File: config.mk
export PLATFORM = sky130hd
export DESIGN_NAME = phy_line_coding_crossover
export DESIGN_NICKNAME = d
export VERILOG_FILES = /design/src/phy_lc_pkg.sv /design/src/lc_stream_if.sv /design/src/lc_skid_fifo.sv /design/src/lc_xtalk_cancel.sv /design/src/phy_line_coding_crossover.sv
export SDC_FILE = /design/constraint.sdc
export NUM_CORES = 1
export LEC_CHECK = 0
export BUFFER_PORTS_ARGS = -buffer_cell sky130_fd_sc_hd__clkbuf_2
export CAP_MARGIN = 20
export CELL_PAD_IN_SITES_DETAIL_PLACEMENT = 1
export CELL_PAD_IN_SITES_GLOBAL_PLACEMENT = 2
export CORE_ASPECT_RATIO = 0.9
export CORE_MARGIN = 5
export CORE_UTILIZATION = 37
export DETAILED_ROUTE_END_ITERATION = 10
export GPL_TIMING_DRIVEN = 0
export PLACE_DENSITY = 0.87
export SLEW_MARGIN = 10
export SYNTH_ARGS = -nofsm -noshare
export SYNTH_HDL_FRONTEND = slang
export SYNTH_SLANG_ARGS = --single-unit
File: constraint.sdc
create_clock -name i_clk_sys -period 12.4 [get_ports i_clk_sys]
set_input_delay 0.62 -clock i_clk_sys [delete_from_list [all_inputs] [get_ports i_clk_sys]]
set_output_delay 0.62 -clock i_clk_sys [all_outputs]
set_load 0.01 [all_outputs]
File: src/phy_lc_pkg.sv
// constants, types and coding functions for the line coding block
package phy_lc_pkg;
  typedef enum logic [1:0] {SPD_10 = 2'h0, SPD_100 = 2'h1, SPD_1000 = 2'h2} speed_t;
  localparam int SCR_W = 11;
  localparam logic [10:0] SCR_SEED = 11'h7FF;
  localparam int CODE_W = 5;
  localparam logic [4:0] IDLE_CODE = 5'h1F;
  localparam logic [1:0] DSCR_LOCK_LAST = 2'h2;
  localparam logic [7:0] PRE_BYTE = 8'h55;
  localparam logic [7:0] PRE_BYTE_INV = 8'hAA;
  localparam logic [7:0] SFD_BYTE = 8'hD5;
  localparam logic [2:0] PRE_BYTES = 3'h7;
  localparam int SYS_PERIOD_NS = 5;
  localparam int RX10_CLK_NS = 400;
  localparam int RX10_HALF = RX10_CLK_NS / (2 * SYS_PERIOD_NS);
  localparam int G_LFSR_W = 16;
  localparam logic [15:0] G_RST = 16'h0001;
  localparam int STRAP_W = 3;
  localparam int ADDR_W = 5;
  localparam int LVL_W = 3;
  localparam int SMP_W = 8;
  localparam int SYM_W = 9;
  localparam int PAM_BASE = 5;
  localparam int PAM_OFS = 2;
  localparam logic signed [2:0] LVL_P1 = 3'sh1;
  localparam logic signed [2:0] LVL_P2 = 3'sh2;
  // marker levels D,C,B,A; decodes above 511 so no data symbol can mimic it
  localparam logic [11:0] MARK_LVLS = {LVL_P2, LVL_P1, LVL_P1, LVL_P2};
  localparam int SLICE_HI = 48;
  localparam int SLICE_LO = 16;

  function automatic logic [4:0] enc4b5b(input logic [3:0] n);
    case (n)
      4'h0: enc4b5b = 5'h1E;
      4'h1: enc4b5b = 5'h09;
      4'h2: enc4b5b = 5'h14;
      4'h3: enc4b5b = 5'h15;
      4'h4: enc4b5b = 5'h0A;
      4'h5: enc4b5b = 5'h0B;
      4'h6: enc4b5b = 5'h0E;
      4'h7: enc4b5b = 5'h0F;
      4'h8: enc4b5b = 5'h12;
      4'h9: enc4b5b = 5'h13;
      4'hA: enc4b5b = 5'h16;
      4'hB: enc4b5b = 5'h17;
      4'hC: enc4b5b = 5'h1A;
      4'hD: enc4b5b = 5'h1B;
      4'hE: enc4b5b = 5'h1C;
      default: enc4b5b = 5'h1D;
    endcase
  endfunction

  // x^11+x^9+1, five bits per code group; returns {next state, key}
  function automatic logic [15:0] scr5(input logic [10:0] s);
    logic [10:0] t;
    logic [4:0] k;
    t = s;
    k = 5'h00;
    for (int i = 0; i < 5; i++) begin
      k[4-i] = t[10] ^ t[8];
      t = {t[9:0], k[4-i]};
    end
    return {t, k};
  endfunction

  // x^16+x^14+x^13+x^11+1, a byte per symbol; returns {next state, key}
  function automatic logic [23:0] g_step(input logic [15:0] s);
    logic [15:0] t;
    logic b;
    t = s;
    for (int i = 0; i < 8; i++) begin
      b = t[15] ^ t[13] ^ t[12] ^ t[10];
      t = {t[14:0], b};
    end
    return {t, t[7:0]};
  endfunction

  // nonzero and one to one in the address
  function automatic logic [15:0] seed_of(input logic [4:0] a);
    return {a, ~a, a, 1'b1};
  endfunction

  function automatic logic [11:0] pam_enc(input logic [8:0] v);
    int n;
    logic [11:0] r;
    n = int'(v);
    r = 12'h000;
    for (int d = 0; d < 4; d++) begin
      r[d*3 +: 3] = 3'(n % PAM_BASE - PAM_OFS);
      n = n / PAM_BASE;
    end
    return r;
  endfunction

  function automatic logic [8:0] pam_dec(input logic [11:0] l);
    int n;
    n = 0;
    for (int d = 3; d >= 0; d--) begin
      n = n * PAM_BASE + int'($signed(l[d*3 +: 3])) + PAM_OFS;
    end
    return 9'(n);
  endfunction
endpackage

File: src/lc_stream_if.sv
// valid/ready byte stream between the block's own modules
`timescale 1ns/1ps
`default_nettype none
interface lc_stream_if #(parameter int W = 8);
  logic [W-1:0] data;
  logic valid;
  logic ready;
  modport src (output data, output valid, input ready);
  modport snk (input data, input valid, output ready);
endinterface
`default_nettype wire

File: src/lc_skid_fifo.sv
// small valid/ready buffer; a stalled receiver loses no word
`timescale 1ns/1ps
`default_nettype none
module lc_skid_fifo #(
  parameter int W = 8,
  parameter int DEPTH = 2
) (
  // clock and reset
  input wire logic i_clk_sys,
  input wire logic i_arst_n,
  // streams
  lc_stream_if.snk s_in,
  lc_stream_if.src s_out
);
  localparam int AW = (DEPTH > 1) ? $clog2(DEPTH) : 1;
  logic [W-1:0] mem_q [DEPTH];
  logic [W-1:0] mem_d [DEPTH];
  logic [AW-1:0] wp_q, wp_d, rp_q, rp_d;
  logic [AW:0] cnt_q, cnt_d;
  logic push, pop;

  assign s_in.ready = cnt_q != (AW+1)'(DEPTH);
  assign s_out.valid = cnt_q != '0;
  assign s_out.data = mem_q[rp_q];
  assign push = s_in.valid && s_in.ready;
  assign pop = s_out.valid && s_out.ready;

  always_comb begin
    mem_d = mem_q;
    wp_d = wp_q;
    rp_d = rp_q;
    cnt_d = cnt_q;
    if (push) begin
      mem_d[wp_q] = s_in.data;
      wp_d = (wp_q == AW'(DEPTH-1)) ? '0 : wp_q + 1'b1;
    end
    if (pop) begin
      rp_d = (rp_q == AW'(DEPTH-1)) ? '0 : rp_q + 1'b1;
    end
    if (push && !pop) begin
      cnt_d = cnt_q + 1'b1;
    end else if (pop && !push) begin
      cnt_d = cnt_q - 1'b1;
    end
  end

  always_ff @(posedge i_clk_sys or negedge i_arst_n) begin
    if (!i_arst_n) begin
      for (int i = 0; i < DEPTH; i++) mem_q[i] <= '0;
      wp_q <= '0;
      rp_q <= '0;
      cnt_q <= '0;
    end else begin
      mem_q <= mem_d;
      wp_q <= wp_d;
      rp_q <= rp_d;
      cnt_q <= cnt_d;
    end
  end
endmodule
`default_nettype wire

File: src/lc_xtalk_cancel.sv
// echo and near-end crosstalk removal plus slicing, all four channels
`timescale 1ns/1ps
`default_nettype none
module lc_xtalk_cancel
  import phy_lc_pkg::*;
#(
  parameter int ECHO_K = 4,
  parameter int NEXT_K = 2
) (
  // clock and reset
  input wire logic i_clk_sys,
  input wire logic i_arst_n,
  // samples and own transmit levels
  input wire logic signed [SMP_W-1:0] i_smp [4],
  input wire logic signed [LVL_W-1:0] i_own [4],
  // sliced levels
  output logic signed [LVL_W-1:0] o_lvl [4]
);
  logic signed [LVL_W-1:0] lvl_d [4];
  int y;

  always_comb begin
    y = 0;
    for (int i = 0; i < 4; i++) begin
      // digital echo of own channel
      y = int'(i_smp[i]) - ECHO_K * int'(i_own[i]);
      // one canceler per foreign channel, three in all
      for (int j = 0; j < 4; j++) begin
        if (j != i) y = y - NEXT_K * int'(i_own[j]);
      end
      if (y > SLICE_HI) lvl_d[i] = LVL_P2;
      else if (y > SLICE_LO) lvl_d[i] = LVL_P1;
      else if (y > -SLICE_LO) lvl_d[i] = 3'sh0;
      else if (y > -SLICE_HI) lvl_d[i] = -LVL_P1;
      else lvl_d[i] = -LVL_P2;
    end
  end

  always_ff @(posedge i_clk_sys or negedge i_arst_n) begin
    if (!i_arst_n) begin
      for (int i = 0; i < 4; i++) o_lvl[i] <= 3'sh0;
    end else begin
      o_lvl <= lvl_d;
    end
  end
endmodule
`default_nettype wire

File: src/phy_line_coding_crossover.sv
// line coding, receive alignment and pair mapping of a triple speed phy
// Contract
// - 100 mode: 11-bit scrambler, only then
// - sequence 2047 long; descrambler regenerates it
// - scramble after 4B/5B conversion
// - 10 mode: drop seven preamble bytes
// - 10 mode receive clock runs while idle
// - decode only after squelch qualifies input
// - detect and fix reversed 10 receive polarity
// - gig slave transmits on recovered clock
// - gig: all four pairs both ways
// - three crosstalk cancelers per receive channel
// - digital echo canceler after hybrid
// - gig: byte to 9-bit to 4D-PAM5
// - gig scrambler seed from management address
// - address low bits straps, top two zero
// - resolve seed, skew, order, polarity first
// - then PAM5 to 9-bit, descramble to byte
// - auto crossover follows partner's mapping
// - 10/100: A,B swap by mapping; gig: all; gig here ignores o_crossed, receive sorts A,B and C,D itself
// - auto crossover on after reset; disable bit
// - disabled: crossover select picks the mapping
`timescale 1ns/1ps
`default_nettype none
module phy_line_coding_crossover
  import phy_lc_pkg::*;
#(
  parameter int SKEW_MAX = 8,
  parameter int MARK_GAP = 8
) (
  // clock and reset
  input wire logic i_clk_sys,
  input wire logic i_arst_n,
  // mode, straps, crossover control
  input wire logic [1:0] i_speed,
  input wire logic i_gig_slave,
  input wire logic [STRAP_W-1:0] i_mgmt_addr_straps,
  input wire logic i_xover_disable,
  input wire logic i_crossover_select,
  input wire logic i_partner_crossed,
  // 100 transmit and receive code groups
  input wire logic [3:0] i_tx_nib,
  input wire logic i_tx_en,
  output logic [CODE_W-1:0] o_tx_code,
  input wire logic [CODE_W-1:0] i_rx_code,
  input wire logic i_rx_code_idle,
  output logic [CODE_W-1:0] o_rx_code,
  output logic o_rx_locked,
  // 10 receive bytes
  input wire logic i_squelch_ok,
  input wire logic i_rx10_active,
  input wire logic [7:0] i_rx10_byte,
  input wire logic i_rx10_valid,
  output logic o_rx10_in_ready,
  output logic [7:0] o_rx10_data,
  output logic o_rx10_valid,
  input wire logic i_rx10_ready,
  output logic o_rx10_clk,
  output logic o_rx10_pol_inv,
  // gig data
  input wire logic [7:0] i_gtx_byte,
  input wire logic i_gtx_valid,
  input wire logic signed [SMP_W-1:0] i_rx_smp [4],
  output logic [7:0] o_grx_byte,
  output logic o_grx_valid,
  output logic o_grx_locked,
  // line side
  input wire logic signed [LVL_W-1:0] i_fe_tx_lvl,
  output logic signed [LVL_W-1:0] o_fe_rx_lvl,
  output logic signed [LVL_W-1:0] o_line_pair_a,
  output logic signed [LVL_W-1:0] o_line_pair_b,
  output logic signed [LVL_W-1:0] o_line_pair_c,
  output logic signed [LVL_W-1:0] o_line_pair_d,
  output logic [3:0] o_pair_active,
  output logic o_crossed,
  output logic o_tx_clk_recovered
);
  localparam int SKW = $clog2(SKEW_MAX);
  localparam int MGW = $clog2(MARK_GAP);
  typedef enum logic [1:0] {R_IDLE = 2'b00, R_PRE = 2'b01, R_DATA = 2'b11} rx10_st_t;
  typedef enum logic [1:0] {A_SEEK = 2'b00, A_SEED = 2'b01, A_LOCK = 2'b11} align_st_t;

  speed_t spd;
  logic sq_m, sq_s, px_m, px_s;
  assign spd = speed_t'(i_speed);

  // pins from outside the clock domain
  always_ff @(posedge i_clk_sys or negedge i_arst_n) begin
    if (!i_arst_n) begin
      sq_m <= 1'b0;
      sq_s <= 1'b0;
      px_m <= 1'b0;
      px_s <= 1'b0;
    end else begin
      sq_m <= i_squelch_ok;
      sq_s <= sq_m;
      px_m <= i_partner_crossed;
      px_s <= px_m;
    end
  end

  // straps caught on the first edge after release
  logic cap_q, cap_d;
  logic [ADDR_W-1:0] addr_q, addr_d;
  logic [G_LFSR_W-1:0] glt_q, glt_d;
  logic [MGW-1:0] mg_q, mg_d;
  logic [11:0] tlv_q, tlv_d;
  logic [23:0] gt;
  logic [SYM_W-1:0] tsym;

  always_comb begin
    cap_d = 1'b1;
    addr_d = addr_q;
    glt_d = glt_q;
    mg_d = mg_q;
    tlv_d = 12'h000;
    gt = g_step(glt_q);
    tsym = {~i_gtx_valid, (i_gtx_valid ? i_gtx_byte : 8'h00) ^ gt[7:0]};
    if (!cap_q) begin
      addr_d = {2'b00, i_mgmt_addr_straps};
      glt_d = seed_of({2'b00, i_mgmt_addr_straps});
    end else if (spd == SPD_1000) begin
      mg_d = (i_gtx_valid || mg_q == MGW'(MARK_GAP-1)) ? '0 : mg_q + 1'b1;
      if (!i_gtx_valid && mg_q == '0) begin
        // alignment marker; scrambler holds so the partner can stay in step
        tlv_d = MARK_LVLS;
      end else begin
        tlv_d = pam_enc(tsym);
        glt_d = gt[23:8];
      end
    end
  end

  // 100 mode scrambler and descrambler
  logic [SCR_W-1:0] scr_q, scr_d, dsc_q, dsc_d;
  logic [15:0] sc, dk;
  logic [CODE_W-1:0] txc_d, rxc_d;
  logic [1:0] dcnt_q, dcnt_d;
  logic dlk_q, dlk_d;

  always_comb begin
    sc = scr5(scr_q);
    dk = scr5(dsc_q);
    scr_d = scr_q;
    txc_d = '0;
    dsc_d = dsc_q;
    dcnt_d = dcnt_q;
    dlk_d = dlk_q;
    rxc_d = IDLE_CODE;
    if (spd == SPD_100) begin
      scr_d = sc[15:5];
      txc_d = (i_tx_en ? enc4b5b(i_tx_nib) : IDLE_CODE) ^ sc[4:0];
      if (!dlk_q) begin
        // idle groups reveal the key; three fill the 11-bit state
        if (i_rx_code_idle) begin
          dsc_d = {dsc_q[5:0], i_rx_code ^ IDLE_CODE};
          dcnt_d = dcnt_q + 1'b1;
          dlk_d = dcnt_q == DSCR_LOCK_LAST;
        end
      end else begin
        dsc_d = dk[15:5];
        rxc_d = i_rx_code ^ dk[4:0];
      end
    end else begin
      dcnt_d = 2'h0;
      dlk_d = 1'b0;
    end
  end

  // 10 mode receive framing
  rx10_st_t r_q, r_d;
  logic [2:0] pc_q, pc_d;
  logic pol_q, pol_d;
  logic [RX10_HALF > 1 ? $clog2(RX10_HALF)-1 : 0 : 0] dv_q, dv_d;
  logic rck_q, rck_d;
  logic [7:0] rb;
  logic push;
  lc_stream_if #(.W(8)) rx_in ();
  lc_stream_if #(.W(8)) rx_out ();

  always_comb begin
    r_d = r_q;
    pc_d = pc_q;
    pol_d = pol_q;
    push = 1'b0;
    rb = pol_q ? ~i_rx10_byte : i_rx10_byte;
    // free running so the mac never loses its clock in gaps
    dv_d = (dv_q == $bits(dv_q)'(RX10_HALF-1)) ? '0 : dv_q + 1'b1;
    rck_d = (dv_q == $bits(dv_q)'(RX10_HALF-1)) ? ~rck_q : rck_q;
    case (r_q)
      R_IDLE: begin
        pc_d = 3'h0;
        if (spd == SPD_10 && sq_s && i_rx10_active) r_d = R_PRE;
      end
      R_PRE: begin
        if (i_rx10_valid && rx_in.ready) begin
          if (pc_q == 3'h0) begin
            pol_d = i_rx10_byte == PRE_BYTE_INV;
            rb = pol_d ? ~i_rx10_byte : i_rx10_byte;
          end
          if (rb == SFD_BYTE) begin
            push = 1'b1;
            r_d = R_DATA;
          end else if (pc_q != PRE_BYTES) begin
            pc_d = pc_q + 1'b1;
          end
        end
        if (!i_rx10_active) r_d = R_IDLE;
      end
      R_DATA: begin
        push = i_rx10_valid;
        if (!i_rx10_active) r_d = R_IDLE;
      end
      default: r_d = R_IDLE;
    endcase
  end

  assign rx_in.data = rb;
  assign rx_in.valid = push;
  assign o_rx10_in_ready = rx_in.ready;
  assign rx_out.ready = i_rx10_ready;
  assign o_rx10_data = rx_out.data;
  assign o_rx10_valid = rx_out.valid;

  lc_skid_fifo #(.W(8), .DEPTH(2)) u_rx10_buf (
    .i_clk_sys(i_clk_sys),
    .i_arst_n(i_arst_n),
    .s_in(rx_in),
    .s_out(rx_out)
  );

  // gig receive: cancel, deskew, order, polarity, seed
  logic signed [LVL_W-1:0] own [4];
  logic signed [LVL_W-1:0] lvl [4];
  logic signed [LVL_W-1:0] dly_q [4][SKEW_MAX];
  logic signed [LVL_W-1:0] al [4];
  logic signed [LVL_W-1:0] lg [4];
  align_st_t a_q, a_d;
  logic [3:0] seen_q, seen_d, apol_q, apol_d;
  logic [SKW-1:0] t_q [4];
  logic [SKW-1:0] t_d [4];
  logic [SKW-1:0] sel_q [4];
  logic [SKW-1:0] sel_d [4];
  logic [SKW-1:0] ac_q, ac_d;
  logic swab_q, swab_d, swcd_q, swcd_d;
  logic [G_LFSR_W-1:0] glr_q, glr_d;
  logic [23:0] gr;
  logic [11:0] lgp;
  logic [SYM_W-1:0] rsym;
  logic [7:0] gb_d;
  logic gv_d, mk;

  assign own = '{o_line_pair_a, o_line_pair_b, o_line_pair_c, o_line_pair_d};

  lc_xtalk_cancel u_cancel (
    .i_clk_sys(i_clk_sys),
    .i_arst_n(i_arst_n),
    .i_smp(i_rx_smp),
    .i_own(own),
    .o_lvl(lvl)
  );

  always_comb begin
    a_d = a_q;
    seen_d = seen_q;
    apol_d = apol_q;
    t_d = t_q;
    sel_d = sel_q;
    ac_d = ac_q;
    swab_d = swab_q;
    swcd_d = swcd_q;
    glr_d = glr_q;
    gb_d = o_grx_byte;
    gv_d = 1'b0;
    gr = g_step(glr_q);
    for (int p = 0; p < 4; p++) begin
      al[p] = (sel_q[p] == '0) ? lvl[p] : dly_q[p][sel_q[p] - 1'b1];
      al[p] = apol_q[p] ? -al[p] : al[p];
    end
    lg[0] = swab_q ? al[1] : al[0];
    lg[1] = swab_q ? al[0] : al[1];
    lg[2] = swcd_q ? al[3] : al[2];
    lg[3] = swcd_q ? al[2] : al[3];
    lgp = {lg[3], lg[2], lg[1], lg[0]};
    mk = lgp == MARK_LVLS;
    rsym = pam_dec(lgp);
    case (a_q)
      A_SEEK: begin
        if (|seen_q) ac_d = ac_q + 1'b1;
        for (int p = 0; p < 4; p++) begin
          if (!seen_q[p] && lvl[p] != 3'sh0) begin
            seen_d[p] = 1'b1;
            t_d[p] = ac_q;
            apol_d[p] = lvl[p] < 3'sh0;
            if (p == 0) swab_d = lvl[p] == LVL_P1 || lvl[p] == -LVL_P1;
            if (p == 2) swcd_d = lvl[p] == LVL_P2 || lvl[p] == -LVL_P2;
          end
        end
        if (&seen_d) begin
          for (int p = 0; p < 4; p++) sel_d[p] = ac_q - t_d[p];
          ac_d = '0;
          a_d = A_SEED;
        end else if (ac_q == SKW'(SKEW_MAX-1)) begin
          // skew past the window: start over
          seen_d = 4'h0;
          ac_d = '0;
        end
      end
      A_SEED: begin
        // idle data is zero, so each symbol hands over one key byte
        glr_d = {glr_q[7:0], rsym[7:0]};
        ac_d = ac_q + 1'b1;
        if (ac_q != '0) a_d = A_LOCK;
      end
      A_LOCK: begin
        if (!mk) begin
          glr_d = gr[23:8];
          gb_d = rsym[7:0] ^ gr[7:0];
          gv_d = !rsym[8];
        end
      end
      default: a_d = A_SEEK;
    endcase
    if (spd != SPD_1000) begin
      a_d = A_SEEK;
      seen_d = 4'h0;
      ac_d = '0;
      gv_d = 1'b0;
    end
  end

  // mapping and crossover
  logic xo_d;
  logic signed [LVL_W-1:0] pa_d, pb_d, pc2_d, pd_d;
  always_comb begin
    xo_d = i_xover_disable ? i_crossover_select : px_s;
    if (spd == SPD_1000) begin
      {pd_d, pc2_d, pb_d, pa_d} = tlv_q;
    end else begin
      pa_d = o_crossed ? 3'sh0 : i_fe_tx_lvl;
      pb_d = o_crossed ? i_fe_tx_lvl : 3'sh0;
      pc2_d = 3'sh0;
      pd_d = 3'sh0;
    end
  end

  always_ff @(posedge i_clk_sys or negedge i_arst_n) begin
    if (!i_arst_n) begin
      cap_q <= 1'b0;
      addr_q <= '0;
      glt_q <= G_RST;
      mg_q <= '0;
      tlv_q <= 12'h000;
      scr_q <= SCR_SEED;
      dsc_q <= SCR_SEED;
      dcnt_q <= 2'h0;
      dlk_q <= 1'b0;
      o_tx_code <= '0;
      o_rx_code <= IDLE_CODE;
      r_q <= R_IDLE;
      pc_q <= 3'h0;
      pol_q <= 1'b0;
      dv_q <= '0;
      rck_q <= 1'b0;
      a_q <= A_SEEK;
      seen_q <= 4'h0;
      apol_q <= 4'h0;
      ac_q <= '0;
      swab_q <= 1'b0;
      swcd_q <= 1'b0;
      glr_q <= G_RST;
      o_grx_byte <= 8'h00;
      o_grx_valid <= 1'b0;
      o_line_pair_a <= 3'sh0;
      o_line_pair_b <= 3'sh0;
      o_line_pair_c <= 3'sh0;
      o_line_pair_d <= 3'sh0;
      o_pair_active <= 4'h0;
      o_crossed <= 1'b0;
      o_fe_rx_lvl <= 3'sh0;
      o_tx_clk_recovered <= 1'b0;
      for (int p = 0; p < 4; p++) begin
        t_q[p] <= '0;
        sel_q[p] <= '0;
        for (int k = 0; k < SKEW_MAX; k++) dly_q[p][k] <= 3'sh0;
      end
    end else begin
      cap_q <= cap_d;
      addr_q <= addr_d;
      glt_q <= glt_d;
      mg_q <= mg_d;
      tlv_q <= tlv_d;
      scr_q <= scr_d;
      dsc_q <= dsc_d;
      dcnt_q <= dcnt_d;
      dlk_q <= dlk_d;
      o_tx_code <= txc_d;
      o_rx_code <= rxc_d;
      r_q <= r_d;
      pc_q <= pc_d;
      pol_q <= pol_d;
      dv_q <= dv_d;
      rck_q <= rck_d;
      a_q <= a_d;
      seen_q <= seen_d;
      apol_q <= apol_d;
      ac_q <= ac_d;
      swab_q <= swab_d;
      swcd_q <= swcd_d;
      glr_q <= glr_d;
      o_grx_byte <= gb_d;
      o_grx_valid <= gv_d;
      t_q <= t_d;
      sel_q <= sel_d;
      o_line_pair_a <= pa_d;
      o_line_pair_b <= pb_d;
      o_line_pair_c <= pc2_d;
      o_line_pair_d <= pd_d;
      o_pair_active <= (spd == SPD_1000) ? 4'hF : 4'h3;
      o_crossed <= xo_d;
      o_fe_rx_lvl <= o_crossed ? lvl[0] : lvl[1];
      // slave clocks its transmitter from the recovered clock
      o_tx_clk_recovered <= spd == SPD_1000 && i_gig_slave;
      for (int p = 0; p < 4; p++) begin
        dly_q[p][0] <= lvl[p];
        for (int k = 1; k < SKEW_MAX; k++) dly_q[p][k] <= dly_q[p][k-1];
      end
    end
  end

  assign o_rx_locked = dlk_q;
  assign o_rx10_clk = rck_q;
  assign o_rx10_pol_inv = pol_q;
  assign o_grx_locked = a_q == A_LOCK;
endmodule
`default_nettype wire

==> Yosys cells after proc, flatten, opt, wreduce, memory -nomap -nowiden <==
Memories as Yosys holds them, arrays and structs flattened.
Index checks and enable logic that the tools add are counted.
W data, S select, Z words.
{ "op_classes": {"bitwise_logic": 74, "multipliers": 3, "add_sub_neg": 48, "shift": 0, "n_mux": 135, "n_lt_le_gt_ge": 27, "div_mod_pow": 7, "n_eq_ne": 36, "reduce_logical": 64} }
{ "ops": {"columns": ["operator", "n"], "rows": [
  ["$gt A32 B7 Y1 const B", 8],
  ["$sub A32 B4 Y32", 8],
  ["$mux W3", 55],
  ["$gt A32 B5 Y1 const B", 4],
  ["$gt A32 B6 Y1 const B", 4],
  ["$mod A32 B4 Y32 const B", 3],
  ["$mux W8", 12],
  ["$div A32 B4 Y32 const B", 2],
  ["$mux W16", 4],
  ["$xor A1 B1 Y1", 58],
  ["$sub A9 B4 Y10", 4],
  ["$bmux W3 S3", 4],
  ["$mux W12", 3],
  ["$sub A8 B5 Y9", 4],
  ["$div A10 B4 Y32 const B", 1],
  ["$mod A10 B4 Y32 const B", 1],
  ["$pmux W16 S2", 1],
  ["$mux W2", 13],
  ["$mux W5", 5],
  ["$mux W1", 23],
  ["$mux W11", 2],
  ["$ne A2 B2 Y1 const B", 11],
  ["$reduce_and A2 Y1", 11],
  ["$mux W4", 5],
  ["other kinds (59)", 148]
]} }
{ "word_totals": {"n_memories": 1, "register_bits": 297, "mem_bits_rw": 0, "rom_bits": 80, "inputBits": 78, "latchBits": 0} }
{ "memory_table": {"columns": ["name", "words", "word_bits", "read_ports", "rd_ports_with_merged_regs", "write_ports", "line_no", "rtl"], "rows": [
  ["(no name shown)", 16, 5, 1, 0, 0, "phy_lc_pkg.sv:33", "case (n)"]
]} }

==> Depth between registers and ports, before layout <==
{ "depth": {"ltp_word": 23, "depth_mapped": 65, "ltp_nobuf": 58} }

==> By module <==
From an unflattened synthesis, not the netlist that was laid out.
{ "unflattened": {"cells_unflattened": 2160, "hier_area_um2": 21649.5} }
{ "by_module_without_submodules": {"columns": ["mod", "area_per_inst_um2", "instances", "cells_per_inst"], "rows": [
  ["phy_line_coding_crossover", 16926.2, 1, 1668],
  ["lc_xtalk_cancel", 3753.6, 1, 432],
  ["lc_skid_fifo", 969.7, 1, 60]
]} }

==> Least setup slack after synthesis <==
No wires, ideal clock.
{ "synth_timing": {"kind": "input -> register", "from": "in i_gtx_valid", "to": "reg tlv_q[11]", "path_buffers": 7, "arrival_ns": 11.507, "stages": 60, "setup_slack_ns": 0.814, "path_cell_list": "buf_2 buf_1 buf_1 o21ai_0 a32oi_1 ha_1 nand2b_1 o21ai_0 a211oi_1 a211o_1 or3_1 a211o_1 o211a_1 buf_4 a21oi_2 a21oi_1 or2_2 ha_1 [... 24 more ...] o22ai_1 nand3_2 o31ai_4 ha_1 nand2b_1 and2_1 nor2_1 nor3b_1 nand4_1 nand4_2 inv_1 ha_1 inv_1 ha_1 a21oi_1 o311ai_2 o21ai_1 mux2i_1"} }
{ "synth_between": {"elab_chain_cells": 10} }
{ "synth_lines": {"columns": ["item", "line_no", "rtl"], "rows": [
  ["from (decl)", "phy_line_coding_crossover.sv:62", "input wire logic i_gtx_valid,"],
  ["$mux W8", "phy_line_coding_crossover.sv:118", "tsym = {~i_gtx_valid, (i_gtx_valid ? i_gtx_byte : 8'h00) ^ gt[7:0]};"],
  ["$xor A8 B8 Y8", "phy_line_coding_crossover.sv:118", null],
  ["$div A10 B4 Y32", "phy_lc_pkg.sv:90", "n = n / PAM_BASE;"],
  ["$div A32 B4 Y32 (2 in series)", "phy_lc_pkg.sv:90", null],
  ["$mod A32 B4 Y32", "phy_lc_pkg.sv:89", "r[d*3 +: 3] = 3'(n % PAM_BASE - PAM_OFS);"],
  ["$sub A3 B3 Y3", "phy_lc_pkg.sv:89", null],
  ["$mux W12 (*)", "phy_line_coding_crossover.sv:124", "if (!i_gtx_valid && mg_q == '0) begin"],
  ["$mux W12 (*)", "phy_line_coding_crossover.sv:122", "end else if (spd == SPD_1000) begin"],
  ["$mux W12 (*)", "phy_line_coding_crossover.sv:119", "if (!cap_q) begin"],
  ["net tlv_d[11]", "phy_line_coding_crossover.sv:107", "logic [11:0] tlv_q, tlv_d;"],
  ["to (signal assigned)", "phy_line_coding_crossover.sv:392", "tlv_q <= tlv_d;"],
  ["to (decl)", "phy_line_coding_crossover.sv:107", null]
]} }
Mark *: on every way through the listed nets, which the timed path passes. The rest lies on a longest branch.
A chain may end at the register's enable or synchronous reset.

==> Worst setup path after layout <==
{ "layout_timing": {"from": "reg glt_q[12]", "to": "reg tlv_q[11]"} }
{ "layout_between": {"elab_chain_cells": 12} }
{ "layout_lines": {"columns": ["item", "line_no", "rtl"], "rows": [
  ["from (decl)", "phy_line_coding_crossover.sv:105", "logic [G_LFSR_W-1:0] glt_q, glt_d;"],
  ["from (signal assigned)", "phy_line_coding_crossover.sv:390", "glt_q <= glt_d;"],
  ["$xor A1 B1 Y1 (3 in series)", "phy_lc_pkg.sv:72", "b = t[15] ^ t[13] ^ t[12] ^ t[10];"],
  ["$xor A8 B8 Y8 (*)", "phy_line_coding_crossover.sv:118", null],
  ["$div A10 B4 Y32 (*)", "phy_lc_pkg.sv:90", null],
  ["$div A32 B4 Y32 (*) (2 in series)", "phy_lc_pkg.sv:90", null],
  ["$mod A32 B4 Y32 (*)", "phy_lc_pkg.sv:89", null],
  ["$sub A3 B3 Y3 (*)", "phy_lc_pkg.sv:89", null],
  ["$mux W12 (*)", "phy_line_coding_crossover.sv:124", null],
  ["$mux W12 (*)", "phy_line_coding_crossover.sv:122", null],
  ["$mux W12 (*)", "phy_line_coding_crossover.sv:119", null],
  ["net tlv_d[11]", "phy_line_coding_crossover.sv:107", null]
]} }
Marks and branches as above.

==> flow_summary.json <==
{
  "chipWidth_um": 273,
  "placed_area_um2": 24900,
  "io_pins": 132,
  "required_ns": 12.87,
  "cp-end-kind": "flop",
  "die-area_um2": 67400,
  "nets": 2914,
  "die_h_um": 247,
  "synth_seq_cells": 294,
  "r2r_slack_ns": 0.47,
  "worstSetupStartpointType": "flop",
  "worstSetupPathType": "flop to flop",
  "grt_pass1_wl_um": 101000,
  "syn_area_um2": 23100,
  "drive_gt1_frac": 0.171,
  "clock_latency_ns": 0.56,
  "finalSetupTns_ns": 0,
  "drt-initial-drc-count": 765,
  "cts_buffer_depth": 3,
  "cts_root_buf": "clkbuf_16",
  "fillers": 6940,
  "hold_violations": 0,
  "async_reset_ff_frac": 1.00,
  "synth.distinct_cells": 102,
  "crit_top_cell": "ha_1",
  "routedWlPerCell_um": 17.7,
  "syn_avg_cell_area_um2": 9.79,
  "cts_tree": "done",
  "period_needed_ns": 11.93,
  "final_cell_area_um2": 26700,
  "grt.total_usage": 0.179,
  "max_freq_mhz": 83.8,
  "synthAdderAreaFrac": 0.186,
  "finClkSkew_ns": 0.0241,
  "tightest_slew_ns": 1.11,
  "path_buf_inv": 9,
  "met1_usage": 0.231,
  "core_um2": 61400,
  "synth_mux_area_frac": 0.0740,
  "synth_top_family_by_area": "adder cells",
  "drv_slew": 0,
  "synth_fp_nets": 2713,
  "initial_utilization": 0.375,
  "cts_buffers": 36,
  "cp_max_fo": 10,
  "grt_pass1_vias": 19700,
  "layout_common_cells": "258 x dfrtp_1, 218 x inv_1, 190 x nand2_1",
  "hold_path.class": "input port to async pin",
  "overflow": 0,
  "setup_viol": 0,
  "htreeDepth": 2,
  "globalRouteMet3Util": 0.0256,
  "syn_inst": 2355,
  "grt_max_degree": 110,
  "worst-endpoint-arrival_ns": 12.40,
  "utilization": 0.435,
  "dr_total_vias": 18100,
  "portBuffers": 130,
  "cts_hold_buf": 0,
  "wirelength_um": 60500,
  "maxCapViolations": 0,
  "ys.flop_type": "dfrtp_1",
  "use_met2": 0.320,
  "mostFrequentLayoutCell": "dfrtp_1",
  "ant_nets": 0,
  "synth_xor_area_frac": 0.0837,
  "gp_congestion": 0.871,
  "outcome": "completed",
  "path_clk_slew_ns": 0.06,
  "cts_sinks": 294,
  "yosysTopAreaCell": "dfrtp_1",
  "syn_to_final_growth_pct": 15.9,
  "cp_slowest_stage_delay_ns": 0.56,
  "slew_headroom": 0.254,
  "dr.pass1.iters": 5,
  "synth_simple_gate_area_frac": 0.135,
  "cp_slowest_cell": "or4b_4",
  "synth_top_area_share": 0.288,
  "rows": 86,
  "drcViolationCount": 0,
  "yosysWarningCount": 0,
  "seq_area_frac_synth": 0.321,
  "fin_crit_sh": 0.962,
  "synth.area.top_cells": "dfrtp_1 29%, ha_1 9.6%, fa_1 8.9%, xnor2_1 4.6%, inv_1 3.6%",
  "antenna_found_initial": 2,
  "critical_path.top_delay_family": "simple AND/OR/NAND/NOR gates",
  "busiest_layer": "met2",
  "vias_per_cell": 5.29,
  "detailed_place_hpwl_um": 47000,
  "synth_edf_count": 0,
  "synth_compound_area_frac": 0.152
}
==> metal layers <==
metal / wire (µm) / share of wire
met1: 26800 / 0.44
met2: 30700 / 0.51
met3: 1910 / 0.032
met4: 1090 / 0.018
met5: 0 / 0
==> final cells by class <==
cell class                      count  area, µm²  share of cell area
Tap cell                          836       1050              0.0391
Clock inverter                     16        231             0.00866
Inverter                          220        826              0.0309
Timing Repair Buffer              163       1000              0.0376
Antenna cell                        1       2.50           0.0000936
Clock buffer                       48        976              0.0365
Multi-Input combinational cell   1781      14900               0.559
Sequential cell                   294       7400               0.277
Buffer                             60        295              0.0110
==> sequential cells by signal, summed over array words and instances (netlist names), 6 cells and up <==
register and flops:
o_grx_byte 8, u_cancel.o_lvl 12, scr_q 11, dv_q 6
t_q 12, tlv_q 12, dly_q 96, sel_q 12
u_rx10_buf.mem_q 16, glr_q 16, glt_q 16, dsc_q 11
==> per-stage QoR <==
step                cells  setup WS [ns]  hold slack, ns
finish               3419          0.469          0.0618
global route         3418        -0.0581           0.107
CTS                  3403         0.0183          0.0863
detailed placement   3327          -1.67           0.347
global placement     3321          -1.34           0.341
floorplan            2355          0.814           0.324
==> Yosys cell counts, drive strengths merged, types with 17 or more instances <==
cell and n:
o21ai 142, dfstp 29, a211oi 33, xnor2 126, xor2 68, mux2 68, nand3 39, and2 29
nor2 164, nand2b 32, or3 18, a31oi 17, a21o 65, mux4 24, inv 219, mux2i 40
buf 17, fa 103, nand2 190, o21bai 21, ha 177, dfrtp 265, nor2b 27, clkbuf 43
nor3 27, a21oi 146, nand4 20
==> timing repair <==
| action | CTS | global route |
|---|---|---|
| gates cloned | 0 | 0 |
| hold endpoints to repair | 0 | 0 |
| pin swaps | 12 | 18 |
| resized for setup | 33 | 37 |
| setup buffers | 12 | 15 |
| endpoints found under the setup margin | 6 | 6 |
==> worst reg2reg max path: cells and delay by family (launching register included) <==
kind / cells / cell delay [ns]
and+or+nand+nor: 17 / 3.78
AOI/OAI and AO/OA: 16 / 3.45
adders and majority gates: 8 / 1.86
buffers and inverters: 9 / 1.19
xor gates and xnor gates: 5 / 0.97
DFF: 1 / 0.48
muxes: 1 / 0.13
==> final timing paths <==
check                      cells after the start          from             endpoint
max                                           56     glt_q[12]            tlv_q[11]
max reg2reg                                   56     glt_q[12]            tlv_q[11]
min reg2reg                                    0     dly_q[33]            dly_q[30]
max in group asynchronous                      3      i_arst_n             glt_q[9]
min                                            1      i_arst_n  u_rx10_buf.mem_q[6]
min in group i_clk_sys                         1  i_squelch_ok                 sq_m
==> cell families after synthesis <==
logic type	after synthesis
and+or+nand+nor	631
AOI/OAI and AO/OA	533
DFF	294
adders and majority gates	282
buffers and inverters	280
xor gates and xnor gates	202
muxes	132
other	1
Power is left out: the tool's default activity adds up to more than one toggle a clock period on the data nets, which glitch-free logic cannot reach.
